[src/rtl/ictr_pkg.sv]
package ictr_pkg;

  // ==========================================================================
  // Modes, widths and counter constants.
  // ==========================================================================
  localparam int CNT_W = 16;

  typedef enum logic [2:0] {
    MODE_ONE_SHOT  = 3'h1,
    MODE_RATE      = 3'h2,
    MODE_SQUARE    = 3'h3,
    MODE_SW_STROBE = 3'h4,
    MODE_HW_STROBE = 3'h5
  } mode_t;

  localparam logic [CNT_W-1:0] CNT_ZERO    = 16'h0000;
  localparam logic [CNT_W-1:0] CNT_ONE     = 16'h0001;
  localparam logic [CNT_W-1:0] CNT_TWO     = 16'h0002;
  localparam logic [CNT_W-1:0] BCD_TOP     = 16'h9999;
  localparam logic [CNT_W-1:0] BIN_TOP     = 16'hffff;
  localparam logic [2:0]       RESET_MODE  = 3'h2;
  localparam int               CHANNELS    = 3;

endpackage : ictr_pkg

[src/rtl/ictr_if.sv]
`timescale 1ns/1ns
interface ictr_if;
  import ictr_pkg::*;
  logic             raw_clk;
  logic             raw_gate;
  logic             clk_rise;
  logic             clk_fall;
  logic             gate_lvl;
  logic             gate_rise;
  modport sync_side (input raw_clk, raw_gate, output clk_rise, clk_fall, gate_lvl, gate_rise);
  modport core_side (input clk_rise, clk_fall, gate_lvl, gate_rise);
endinterface : ictr_if

[src/rtl/ictr_sync.sv]
`timescale 1ns/1ns
module ictr_sync
  import ictr_pkg::*;
(
  // Clock and reset.
  input  wire logic clk_in,
  input  wire logic srst_in,
  // Pins toward the channel.
  ictr_if.sync_side pins
);

  typedef struct packed {
    logic [1:0] clk_s;
    logic [1:0] gate_s;
    logic       clk_d;
    logic       gate_d;
  } sync_st_t;

  sync_st_t st_ff;
  sync_st_t nxt_st;

  // ==========================================================================
  // Two-stage synchronisers and edge detection.
  // ==========================================================================
  always_comb begin
    nxt_st        = st_ff;
    nxt_st.clk_s  = {st_ff.clk_s[0], pins.raw_clk};
    nxt_st.gate_s = {st_ff.gate_s[0], pins.raw_gate};
    nxt_st.clk_d  = st_ff.clk_s[1];
    nxt_st.gate_d = st_ff.gate_s[1];
  end

  always_ff @(posedge clk_in) begin
    if (srst_in) begin
      st_ff <= '0;
    end else begin
      st_ff <= nxt_st;
    end
  end

  assign pins.clk_rise  = st_ff.clk_s[1] & ~st_ff.clk_d;
  assign pins.clk_fall  = ~st_ff.clk_s[1] & st_ff.clk_d;
  assign pins.gate_lvl  = st_ff.gate_s[1];
  assign pins.gate_rise = st_ff.gate_s[1] & ~st_ff.gate_d;

endmodule : ictr_sync

[src/rtl/interval_counter.sv]
`timescale 1ns/1ns
module interval_counter
  import ictr_pkg::*;
(
  // Clock and reset.
  input  wire logic             clk_in,
  input  wire logic             srst_in,
  // Host programming strobes.
  input  wire logic             ctrl_wr_in,
  input  wire logic [2:0]       ctrl_mode_in,
  input  wire logic             ctrl_bcd_in,
  input  wire logic             ctrl_two_byte_in,
  input  wire logic             cnt_wr_in,
  input  wire logic [7:0]       cnt_byte_in,
  // Link pins.
  input  wire logic             cnt_clk_in,
  input  wire logic             count_enable_in,
  // Status and output.
  output logic                  waveform_out,
  output logic [CNT_W-1:0]      count_out,
  output logic                  null_count_out
);

  ictr_if pins ();

  assign pins.raw_clk  = cnt_clk_in;
  assign pins.raw_gate = count_enable_in;

  ictr_sync u_sync (
    .clk_in  (clk_in),
    .srst_in (srst_in),
    .pins    (pins.sync_side)
  );

  typedef struct packed {
    logic [2:0]       mode;
    logic             bcd;
    logic             two_byte;
    logic             lsb_next;
    logic [CNT_W-1:0] hold;
    logic             pending;
    logic             armed;
    logic             trig;
    logic             gate_smp;
    logic             load_req;
    logic [CNT_W-1:0] ce;
    logic             out;
    logic             running;
    logic             odd_fall;
  } ch_st_t;

  ch_st_t st_ff;
  ch_st_t nxt_st;

  // ==========================================================================
  // Helper functions for decrement and square wave loads.
  // ==========================================================================
  function automatic logic [CNT_W-1:0] dec_by(input logic [CNT_W-1:0] v,
                                              input logic bcd,
                                              input logic [CNT_W-1:0] step);
    logic [CNT_W-1:0] r;
    logic [3:0]       d;
    logic             br;
    r  = v;
    br = 1'b0;
    if (!bcd) begin
      r = v - step;
    end else begin
      for (int i = 0; i < 4; i++) begin
        d  = v[i*4 +: 4];
        if (i == 0) begin
          if (d < step[3:0] + {3'h0, br}) begin
            d  = d + 4'ha - step[3:0];
            br = 1'b1;
          end else begin
            d  = d - step[3:0];
            br = 1'b0;
          end
        end else begin
          if (br) begin
            if (d == 4'h0) begin
              d  = 4'h9;
            end else begin
              d  = d - 4'h1;
              br = 1'b0;
            end
          end
        end
        r[i*4 +: 4] = d;
      end
    end
    return r;
  endfunction : dec_by

  function automatic logic [CNT_W-1:0] even_part(input logic [CNT_W-1:0] v);
    return {v[CNT_W-1:1], 1'b0};
  endfunction : even_part

  // ==========================================================================
  // Channel state machine.
  // ==========================================================================
  logic             at_one;
  logic             at_zero;
  logic             expire;
  logic [CNT_W-1:0] dec1;
  logic [CNT_W-1:0] dec2;

  assign at_one  = (st_ff.ce == CNT_ONE);
  assign at_zero = (st_ff.ce == CNT_ZERO);
  assign dec1    = dec_by(st_ff.ce, st_ff.bcd, CNT_ONE);
  assign dec2    = dec_by(st_ff.ce, st_ff.bcd, CNT_TWO);
  assign expire  = (st_ff.ce == CNT_TWO) | at_zero;

  always_comb begin
    nxt_st = st_ff;
    if (pins.clk_rise) begin
      nxt_st.gate_smp = pins.gate_lvl;
      nxt_st.trig     = 1'b0;
      if (st_ff.trig) begin
        nxt_st.load_req = 1'b1;
      end
    end
    if (pins.gate_rise) begin
      nxt_st.trig = 1'b1;
    end
    if (pins.clk_fall) begin
      nxt_st.load_req = 1'b0;
      case (mode_t'(st_ff.mode))
        MODE_ONE_SHOT: begin
          if (st_ff.load_req && st_ff.armed) begin
            nxt_st.ce      = st_ff.hold;
            nxt_st.out     = 1'b0;
            nxt_st.pending = 1'b0;
            nxt_st.running = 1'b1;
          end else if (st_ff.running) begin
            nxt_st.ce = dec1;
            if (at_one) begin
              nxt_st.out     = 1'b1;
              nxt_st.running = 1'b0;
            end
          end else begin
            nxt_st.ce = dec1;
          end
        end
        MODE_RATE: begin
          if (st_ff.armed && (st_ff.pending || st_ff.load_req || !st_ff.running)
              && (st_ff.load_req || !st_ff.running)) begin
            nxt_st.ce      = st_ff.hold;
            nxt_st.pending = 1'b0;
            nxt_st.running = 1'b1;
            nxt_st.out     = 1'b1;
          end else if (st_ff.running && st_ff.gate_smp) begin
            if (at_one) begin
              nxt_st.out     = 1'b1;
              nxt_st.ce      = st_ff.hold;
              nxt_st.pending = 1'b0;
            end else begin
              nxt_st.ce  = dec1;
              nxt_st.out = ~(dec1 == CNT_ONE);
            end
          end
        end
        MODE_SQUARE: begin
          if (st_ff.armed && (st_ff.load_req || !st_ff.running)) begin
            nxt_st.ce       = even_part(st_ff.hold);
            nxt_st.pending  = 1'b0;
            nxt_st.running  = 1'b1;
            nxt_st.out      = 1'b1;
            nxt_st.odd_fall = 1'b0;
          end else if (st_ff.running && st_ff.gate_smp) begin
            if (st_ff.odd_fall) begin
              nxt_st.out      = 1'b0;
              nxt_st.odd_fall = 1'b0;
              nxt_st.ce       = even_part(st_ff.hold);
              nxt_st.pending  = 1'b0;
            end else if (expire) begin
              nxt_st.pending = 1'b0;
              if (st_ff.out && st_ff.hold[0]) begin
                nxt_st.odd_fall = 1'b1;
                nxt_st.ce       = dec2;
              end else begin
                nxt_st.out = ~st_ff.out;
                nxt_st.ce  = even_part(st_ff.hold);
              end
            end else begin
              nxt_st.ce = dec2;
            end
          end
        end
        MODE_SW_STROBE: begin
          if (st_ff.pending) begin
            nxt_st.ce      = st_ff.hold;
            nxt_st.pending = 1'b0;
            nxt_st.running = 1'b1;
            nxt_st.out     = 1'b1;
          end else if (st_ff.gate_smp) begin
            nxt_st.ce = dec1;
            if (st_ff.running && at_one) begin
              nxt_st.out = 1'b0;
            end else begin
              nxt_st.out = 1'b1;
            end
            if (st_ff.running && at_one) begin
              nxt_st.running = 1'b0;
            end
          end else begin
            nxt_st.out = 1'b1;
          end
        end
        default: begin
          if (st_ff.load_req && st_ff.armed) begin
            nxt_st.ce      = st_ff.hold;
            nxt_st.pending = 1'b0;
            nxt_st.running = 1'b1;
            nxt_st.out     = 1'b1;
          end else begin
            nxt_st.ce = dec1;
            if (st_ff.running && at_one) begin
              nxt_st.out     = 1'b0;
              nxt_st.running = 1'b0;
            end else begin
              nxt_st.out = 1'b1;
            end
          end
        end
      endcase
    end
    // In modes 2 and 3, level low on the enable forces the output high without a clock.
    if ((st_ff.mode == MODE_RATE || st_ff.mode == MODE_SQUARE) && !pins.gate_lvl) begin
      nxt_st.out = 1'b1;
    end
    if (cnt_wr_in) begin
      if (st_ff.two_byte && st_ff.lsb_next) begin
        nxt_st.hold[7:0] = cnt_byte_in;
        nxt_st.lsb_next  = 1'b0;
      end else begin
        if (st_ff.two_byte) begin
          nxt_st.hold[15:8] = cnt_byte_in;
        end else begin
          nxt_st.hold = {8'h00, cnt_byte_in};
        end
        nxt_st.lsb_next = 1'b1;
        nxt_st.pending  = 1'b1;
        nxt_st.armed    = 1'b1;
      end
    end
    if (ctrl_wr_in) begin
      nxt_st          = '0;
      nxt_st.mode     = ctrl_mode_in;
      nxt_st.bcd      = ctrl_bcd_in;
      nxt_st.two_byte = ctrl_two_byte_in;
      nxt_st.lsb_next = 1'b1;
      nxt_st.out      = 1'b1;
      nxt_st.gate_smp = pins.gate_lvl;
    end
  end

  always_ff @(posedge clk_in) begin
    if (srst_in) begin
      st_ff          <= '0;
      st_ff.mode     <= RESET_MODE;
      st_ff.lsb_next <= 1'b1;
      st_ff.out      <= 1'b1;
    end else begin
      st_ff <= nxt_st;
    end
  end

  // Output goes high at once on a control write; enable fall acts only through the synchroniser.
  assign waveform_out   = ctrl_wr_in ? 1'b1 : st_ff.out;
  assign count_out      = st_ff.ce;
  assign null_count_out = st_ff.pending;

endmodule : interval_counter

[config.mk]
export PLATFORM = sky130hd
export DESIGN_NAME = interval_counter
export DESIGN_NICKNAME = d
export VERILOG_FILES = /design/src/rtl/ictr_pkg.sv /design/src/rtl/ictr_if.sv /design/src/rtl/ictr_sync.sv /design/src/rtl/interval_counter.sv
export SDC_FILE = /design/constraint.sdc
export NUM_CORES = 1
export LEC_CHECK = 0
export BUFFER_PORTS_ARGS = -buffer_cell sky130_fd_sc_hd__buf_2
export CORE_ASPECT_RATIO = 0.5
export CORE_UTILIZATION = 55
export CTS_CLUSTER_SIZE = 8
export DETAILED_ROUTE_END_ITERATION = 8
export PLACE_DENSITY_LB_ADDON = 0.1
export SYNTH_ARGS = -nofsm -noshare
export SYNTH_HDL_FRONTEND = slang
export SYNTH_SLANG_ARGS = --single-unit
[constraint.sdc]
create_clock -name clk_in -period 3 [get_ports clk_in]
set_input_delay 0.3 -clock clk_in [delete_from_list [all_inputs] [get_ports clk_in]]
set_output_delay 0.3 -clock clk_in [all_outputs]
set_load 0.03 [all_outputs]
Word-level counts from Yosys, hierarchy flattened
Cells that the tools add are included.
{"block": "word_totals", "reg_bits": 52, "latchBits": 0, "ram_bits": 0, "mem_bits_ro": 0, "in_bits": 19, "output_inout_bits": 18, "wordCells": 169, "memories": 0}
{"block": "op_classes", "addsub": 10, "n_mul": 0, "n_div": 0, "magnitude_cmp": 2, "eq_ne": 17, "n_shift": 0, "mux": 79, "n_bitwise": 10, "n_reduce_logical": 32}
{"cell": "$mux 17", "count": 6}
{"cell": "$mux 16", "count": 5}
{"cell": "$pmux 18 s4", "count": 1}
{"cell": "$mux 18", "count": 3}
{"cell": "$mux 4", "count": 11}
{"cell": "$mux 1", "count": 42}
{"cell": "$eq 16x1->1 const B", "count": 2}
{"cell": "$mux 8", "count": 3}
{"cell": "$mux 21", "count": 1}
{"cell": "$mux 20", "count": 1}
{"cell": "$sub 4x1->4 const B", "count": 5}
{"cell": "$eq 16x2->1 const B", "count": 1}
{"cell": "$logic_not 16->1", "count": 1}
{"cell": "$sub 16x1->16 const B", "count": 1}
{"cell": "$sub 16x2->16 const B", "count": 1}
{"cell": "$ne 3x3->1 const B", "count": 5}
{"cell": "$logic_not 4->1", "count": 3}
{"cell": "$logic_and 1x1->1", "count": 9}
{"cell": "$mux 2", "count": 4}
{"cell": "$ne 4x4->1 const B", "count": 2}
{"cell": "$reduce_and 4->1", "count": 2}
{"cell": "$sub 4x2->4 const B", "count": 2}
{"cell": "$reduce_and 7->1", "count": 1}
{"cell": "$eq 3x2->1 const B", "count": 2}
{"cell": "other kinds (19)", "count": 36}

Longest topological paths before layout
{"block": "logic_depth", "word_depth": 18, "depth_mapped": 11, "ltp_nobuf": 9}

Hierarchy
From an unflattened synthesis, not the netlist that was laid out.
{"block": "hier_totals", "hier_cells": 476, "area_unflattened_um2": 3684.8}
{"module": "interval_counter", "n_inst": 1, "cells_per_inst": 461, "area_each_um2": 3508.4, "seq_area_each_um2": 920.9}
{"module": "ictr_sync", "n_inst": 1, "cells_per_inst": 15, "area_each_um2": 176.4, "seq_area_each_um2": 120.1}

Worst setup path after synthesis
Ideal clock, no wire load.
{"block": "synth_path", "path_type": "register -> register", "start": "register st_ff, in the netlist count_out[1]", "end": "register st_ff, in the netlist count_out[5]", "arrival_ps": 2347, "required_ps": 2871, "setup_slack_ps": 524, "stages_incl_launch_ff": 11, "path_buffers": 2, "synth_period_minus_slack_ps": 2476, "cell_sequence": "dfxtp_1 > inv_1 > ha_1 > nor3b_4 > a32oi_1 > o31ai_2 > buf_4 > a211o_1 > buf_2 > a2111oi_0 > nor2_1"}
{"block": "synth_via", "elab_chain_cells": 11, "elab_cells_between_ends": 29, "classes_between": "2 x add/sub; 2 x order compare; 2 x eq/ne; 21 x mux; 1 x bitwise; 1 x reduce/logical"}
{"item": "start, declared", "line": "interval_counter.sv:52", "text": "ch_st_t st_ff;"}
{"item": "start signal, assigned", "line": "interval_counter.sv:265", "text": "st_ff <= nxt_st;"}
{"item": "$lt 4x2->1", "line": "interval_counter.sv:72", "text": "if (d < step[3:0] + {3'h0, br}) begin"}
{"item": "$mux 1", "line": "interval_counter.sv:72"}
{"item": "$mux 1", "line": "interval_counter.sv:66", "text": "if (!bcd) begin"}
{"item": "$mux 4", "line": "interval_counter.sv:80", "text": "if (br) begin"}
{"item": "$mux 16", "line": "interval_counter.sv:66"}
{"item": "$mux 16", "line": "interval_counter.sv:178", "text": "if (st_ff.out && st_ff.hold[0]) begin"}
{"item": "$mux 16", "line": "interval_counter.sv:176", "text": "end else if (expire) begin"}
{"item": "$mux 17", "line": "interval_counter.sv:171", "text": "if (st_ff.odd_fall) begin"}
{"item": "$mux 17", "line": "interval_counter.sv:170", "text": "end else if (st_ff.running && st_ff.gate_smp) begin"}
{"item": "$mux 17", "line": "interval_counter.sv:164", "text": "if (st_ff.armed && (st_ff.load_req || !st_ff.running)) begin"}
{"item": "$pmux 18 s4 *", "line": "interval_counter.sv:128", "text": "case (mode_t'(st_ff.mode))"}
Every way passes the cells marked *; elsewhere a longest branch is shown, timed or not. The select of a mux whose other input is x is not followed.
A chain may end at the register's enable or synchronous reset.

Worst setup path after layout
{"block": "layout_path", "start": "register st_ff, in the netlist count_out[1]", "end": "register st_ff, in the netlist count_out[8]"}
{"block": "layout_via", "elab_chain_cells": 13, "elab_cells_between_ends": 33, "classes_between": "2 x add/sub; 2 x order compare; 2 x eq/ne; 25 x mux; 1 x bitwise; 1 x reduce/logical"}
{"item": "$lt 4x2->1", "line": "interval_counter.sv:72"}
{"item": "$mux 1", "line": "interval_counter.sv:72"}
{"item": "$mux 1", "line": "interval_counter.sv:66"}
{"item": "$mux 1", "line": "interval_counter.sv:80"}
{"item": "$mux 1", "line": "interval_counter.sv:66"}
{"item": "$mux 4", "line": "interval_counter.sv:80"}
{"item": "$mux 16", "line": "interval_counter.sv:66"}
{"item": "$mux 16", "line": "interval_counter.sv:178"}
{"item": "$mux 16", "line": "interval_counter.sv:176"}
{"item": "$mux 17", "line": "interval_counter.sv:171"}
{"item": "$mux 17", "line": "interval_counter.sv:170"}
{"item": "$mux 17", "line": "interval_counter.sv:164"}
{"item": "$pmux 18 s4 *", "line": "interval_counter.sv:128"}
Marks and branches as above.

==> reports/metrics.yaml <==
critical_path:
  critical_path.startpoint_type: "flip-flop"
  cp_cell_sequence: "inv_1, ha_1, nor3b_4, a32oi_1, o31ai_2, buf_4, nor2_1, buf_4, a221oi_1, o21ai_0, and3_1"
  crit_slowest_cell: "nor3b_4"
  worstSetupEndpointType: "flip-flop"
  critical-path-top-cell-by-count: "buf_4"
  worstPathMaxFanout: 11
  crit_path_max_incr_delay_ps: 480
  critical_path_arrival_ps: 2970
  cp.required_ps: 3200
  criticalPathCategory: "flip-flop to flip-flop"
sta:
  timing.final.crit_share_pct: 92.21
  max_slew.worst_pin.slew_ps: 954.5
  final.setup.tns_ps: 0
  timing_max_transition_violations_final: 0
  slew_headroom_pct: 35.94
  worst_hold_slack_ps: 204.3
  grt_setup_unrepaired: "no"
  finalHoldViolCount: 0
  maxClockFrequency_mhz: 361.5
  fin_ws_ps: 233.7
  report.final.setup_viol: 0
  period_minus_slack_ps: 2766
  maximum_clock_skew_at_final_layout_ps: 11.57
synthesis:
  synth_fp_nets: 522
  yosysSeqAreaShare_pct: 27.64
  yosys.area.top_type_share_pct: 27.64
  synth_cell_type_count: 67
  synth-seq-cells: 52
  ys.warnings.count: 0
  syn-instance-count: 496
  synth_area_mm2: 0.003766
  synth_top_cell_by_area: "dfxtp_1"
  postSynth.asyncResetShare_pct: 0
  yosys_most_used_dff: "dfxtp_1"
  count_of_flip_flops_with_a_built_in_enable_after_synthesis: 0
  synth.avg_cell_area_um2: 7.593
  synth_top_cells_by_area: "dfxtp_1 28%, nor2_1 5.9%, a21oi_1 5.4%"
run_status:
  run_status: "finished clean"
layout:
  final_common_cell: "nor2_1"
  areaGrowthSynthToFinish_pct: 8.339
  post_layout_nets: 534
  antenna_cells_inserted: 0
  finalInstanceArea_mm2: 0.004080
  post_route_cells_drive_above_1_share_pct: 15.32
  mostFrequentLayoutCells: "59 x nor2_1, 52 x dfxtp_1, 44 x nand2_1, 41 x a21oi_1, 36 x buf_2"
route:
  drc: 0
  drtPass1Iterations: 5
  wl_per_cell_um: 18.77
  first_iter_violations: 447
  route.final.wire_length_mm: 11.20
  route.antenna.remaining_nets: 0
  vias: 3794
  route.detailed.vias_per_inst: 6.355
grt:
  vias_in_the_first_global_route: 3264
  antenna_found_initial: 0
  grt-ovfl-total: 0
  grt_max_degree: 26
  wire_length_of_the_first_global_routing_pass_mm: 17.67
  grt_util_all_layers_pct: 32.57
placed_design:
  detailedPlacementHpwl_mm: 8.172
  port-buffer-count: 36
  dpl_worst_slack_ps: 290.8
  placed_area_mm2: 0.003913
  finalWeightedCongestion: 0.9483
floorplan:
  floorplan.initialDensity_pct: 59.49
  chipHeight_um: 60.52
  io_pins: 37
  fp.dieArea_mm2: 0.007203
  row_count: 20
  dieWidth_um: 119.0
  floorplan.core_area_mm2: 0.006331
clocking:
  cts-hold-fix-buffers: 0
  clk_pin_slew_ps: 70
  cts_sinks: 52
  post_cts_resized: 0
  cts_root_buffer: "clkbuf_16"
  cts_tree: "built"
  cts_max_level: 2
  cts_setup_buffers: 0
  clk_path_buf_depth: 2
  tritoncts.num_buffers: 5
  clock_latency_of_the_later_clocked_register_in_the_worst_skew_pair_ps: 310
pwr:
  leakagePower_nw: 1.738
  p_total_mw: 1.705
  pwr_density_cell_mw_per_mm2: 418.0
  worst_ir_drop_vdd_v: 0.0003997
run:
  cap_viol_max_count: 0
min_path:
  hold_class: "input pin to flip-flop"
## synth_stat cells, drive strengths merged (5+ instances only)
cell type,instances
nand2b,8
nor3,7
mux2i,14
nor4,10
nor2b,20
clkbuf,20
a22o,7
ha,7
a211oi,10
nor2,59
or4,5
a21oi,41
and2,5
or2,5
buf,25
a31oi,5
o31ai,6
nand2,44
o21ai,36
dfxtp,52
inv,12
or3,7
nand3,9
a221oi,8
xnor2,9
## layout make-up
class,count,area (um2)
flip-flops and latches,52,1041
clock inverters,2,38.79
multi-input cells,387,2431
clock buffers,6,128.9
inverters,12,45.04
fillers,588,2251
well taps,88,110.1
repair buffers,50,285.3
## through the flow
| step | utilization [%] | cells |
|---|---|---|
| 6_report | 64.45 | 597 |
| 5_1_grt | 64.45 | 597 |
| 3_3_place_gp | 61.80 | 589 |
| 2_1_floorplan | - | 496 |
| 4_1_cts | 64.45 | 597 |
| 3_5_place_dp | 61.80 | 589 |
## where the power goes
part | switching (mW) | internal [mW] | total, mW
Sequential | 0.0275 | 0.705 | 0.733
Clock | 0.287 | 0.398 | 0.685
Combinational | 0.177 | 0.110 | 0.288
## routing by layer
layer	wire length (um)	global-route usage, %
met5	0	0
met1	5579	49.26
met2	4395	45.85
met4	118	10.13
met3	1110	6.673
## kinds of logic (layout without fill, tap and decap cells)
family          Yosys count  in the layout  share of synthesized area [%]
buf+inv                  57             70                          7.807
flops                    52             52                          27.64
simple gates            203            203                          29.17
mux                      16             16                          4.319
fa+ha+maj                 7              7                          2.325
xor+xnor                 13             13                          3.023
compound gates          148            148                          25.72
## flip-flops by register name, summed over array words and instances, names as in the netlist
signal,cells
u_sync.st_ff,2
u_sync.pins.gate_lvl,1
null_count_out,1
st_ff,29
count_out,16
u_sync.nxt_st,3
## worst max-delay path, delay by kind of cell, from the launching register on
kind / cells / cell delay (ps)
AO/OA/AOI/OAI: 4 / 760
adder cells (fa/ha/maj): 1 / 330
buffers and inverters: 3 / 510
flip-flops: 1 / 310
AND/OR/NAND/NOR: 3 / 750
## path summary, 6_finish.rpt
| path | from | end | slack, ps | depth (start not counted) |
|---|---|---|---|---|
| setup reg to reg | count_out[1]$_SDFFE_PP0P_ | count_out[8]$_SDFFE_PP0P_ | 230 | 11 |
| hold reg to reg | u_sync.nxt_st[3]$_SDFF_PP0_ | u_sync.pins.gate_lvl$_SDFF_PP0_ | 440 | 1 |
| hold / removal | ctrl_mode_in[1] | st_ff[44]$_SDFFE_PP1P_ | 200 | 2 |
| setup / recovery | count_out[1]$_SDFFE_PP0P_ | count_out[8]$_SDFFE_PP0P_ | 230 | 11 |
(Power assumes the default switching activity.)
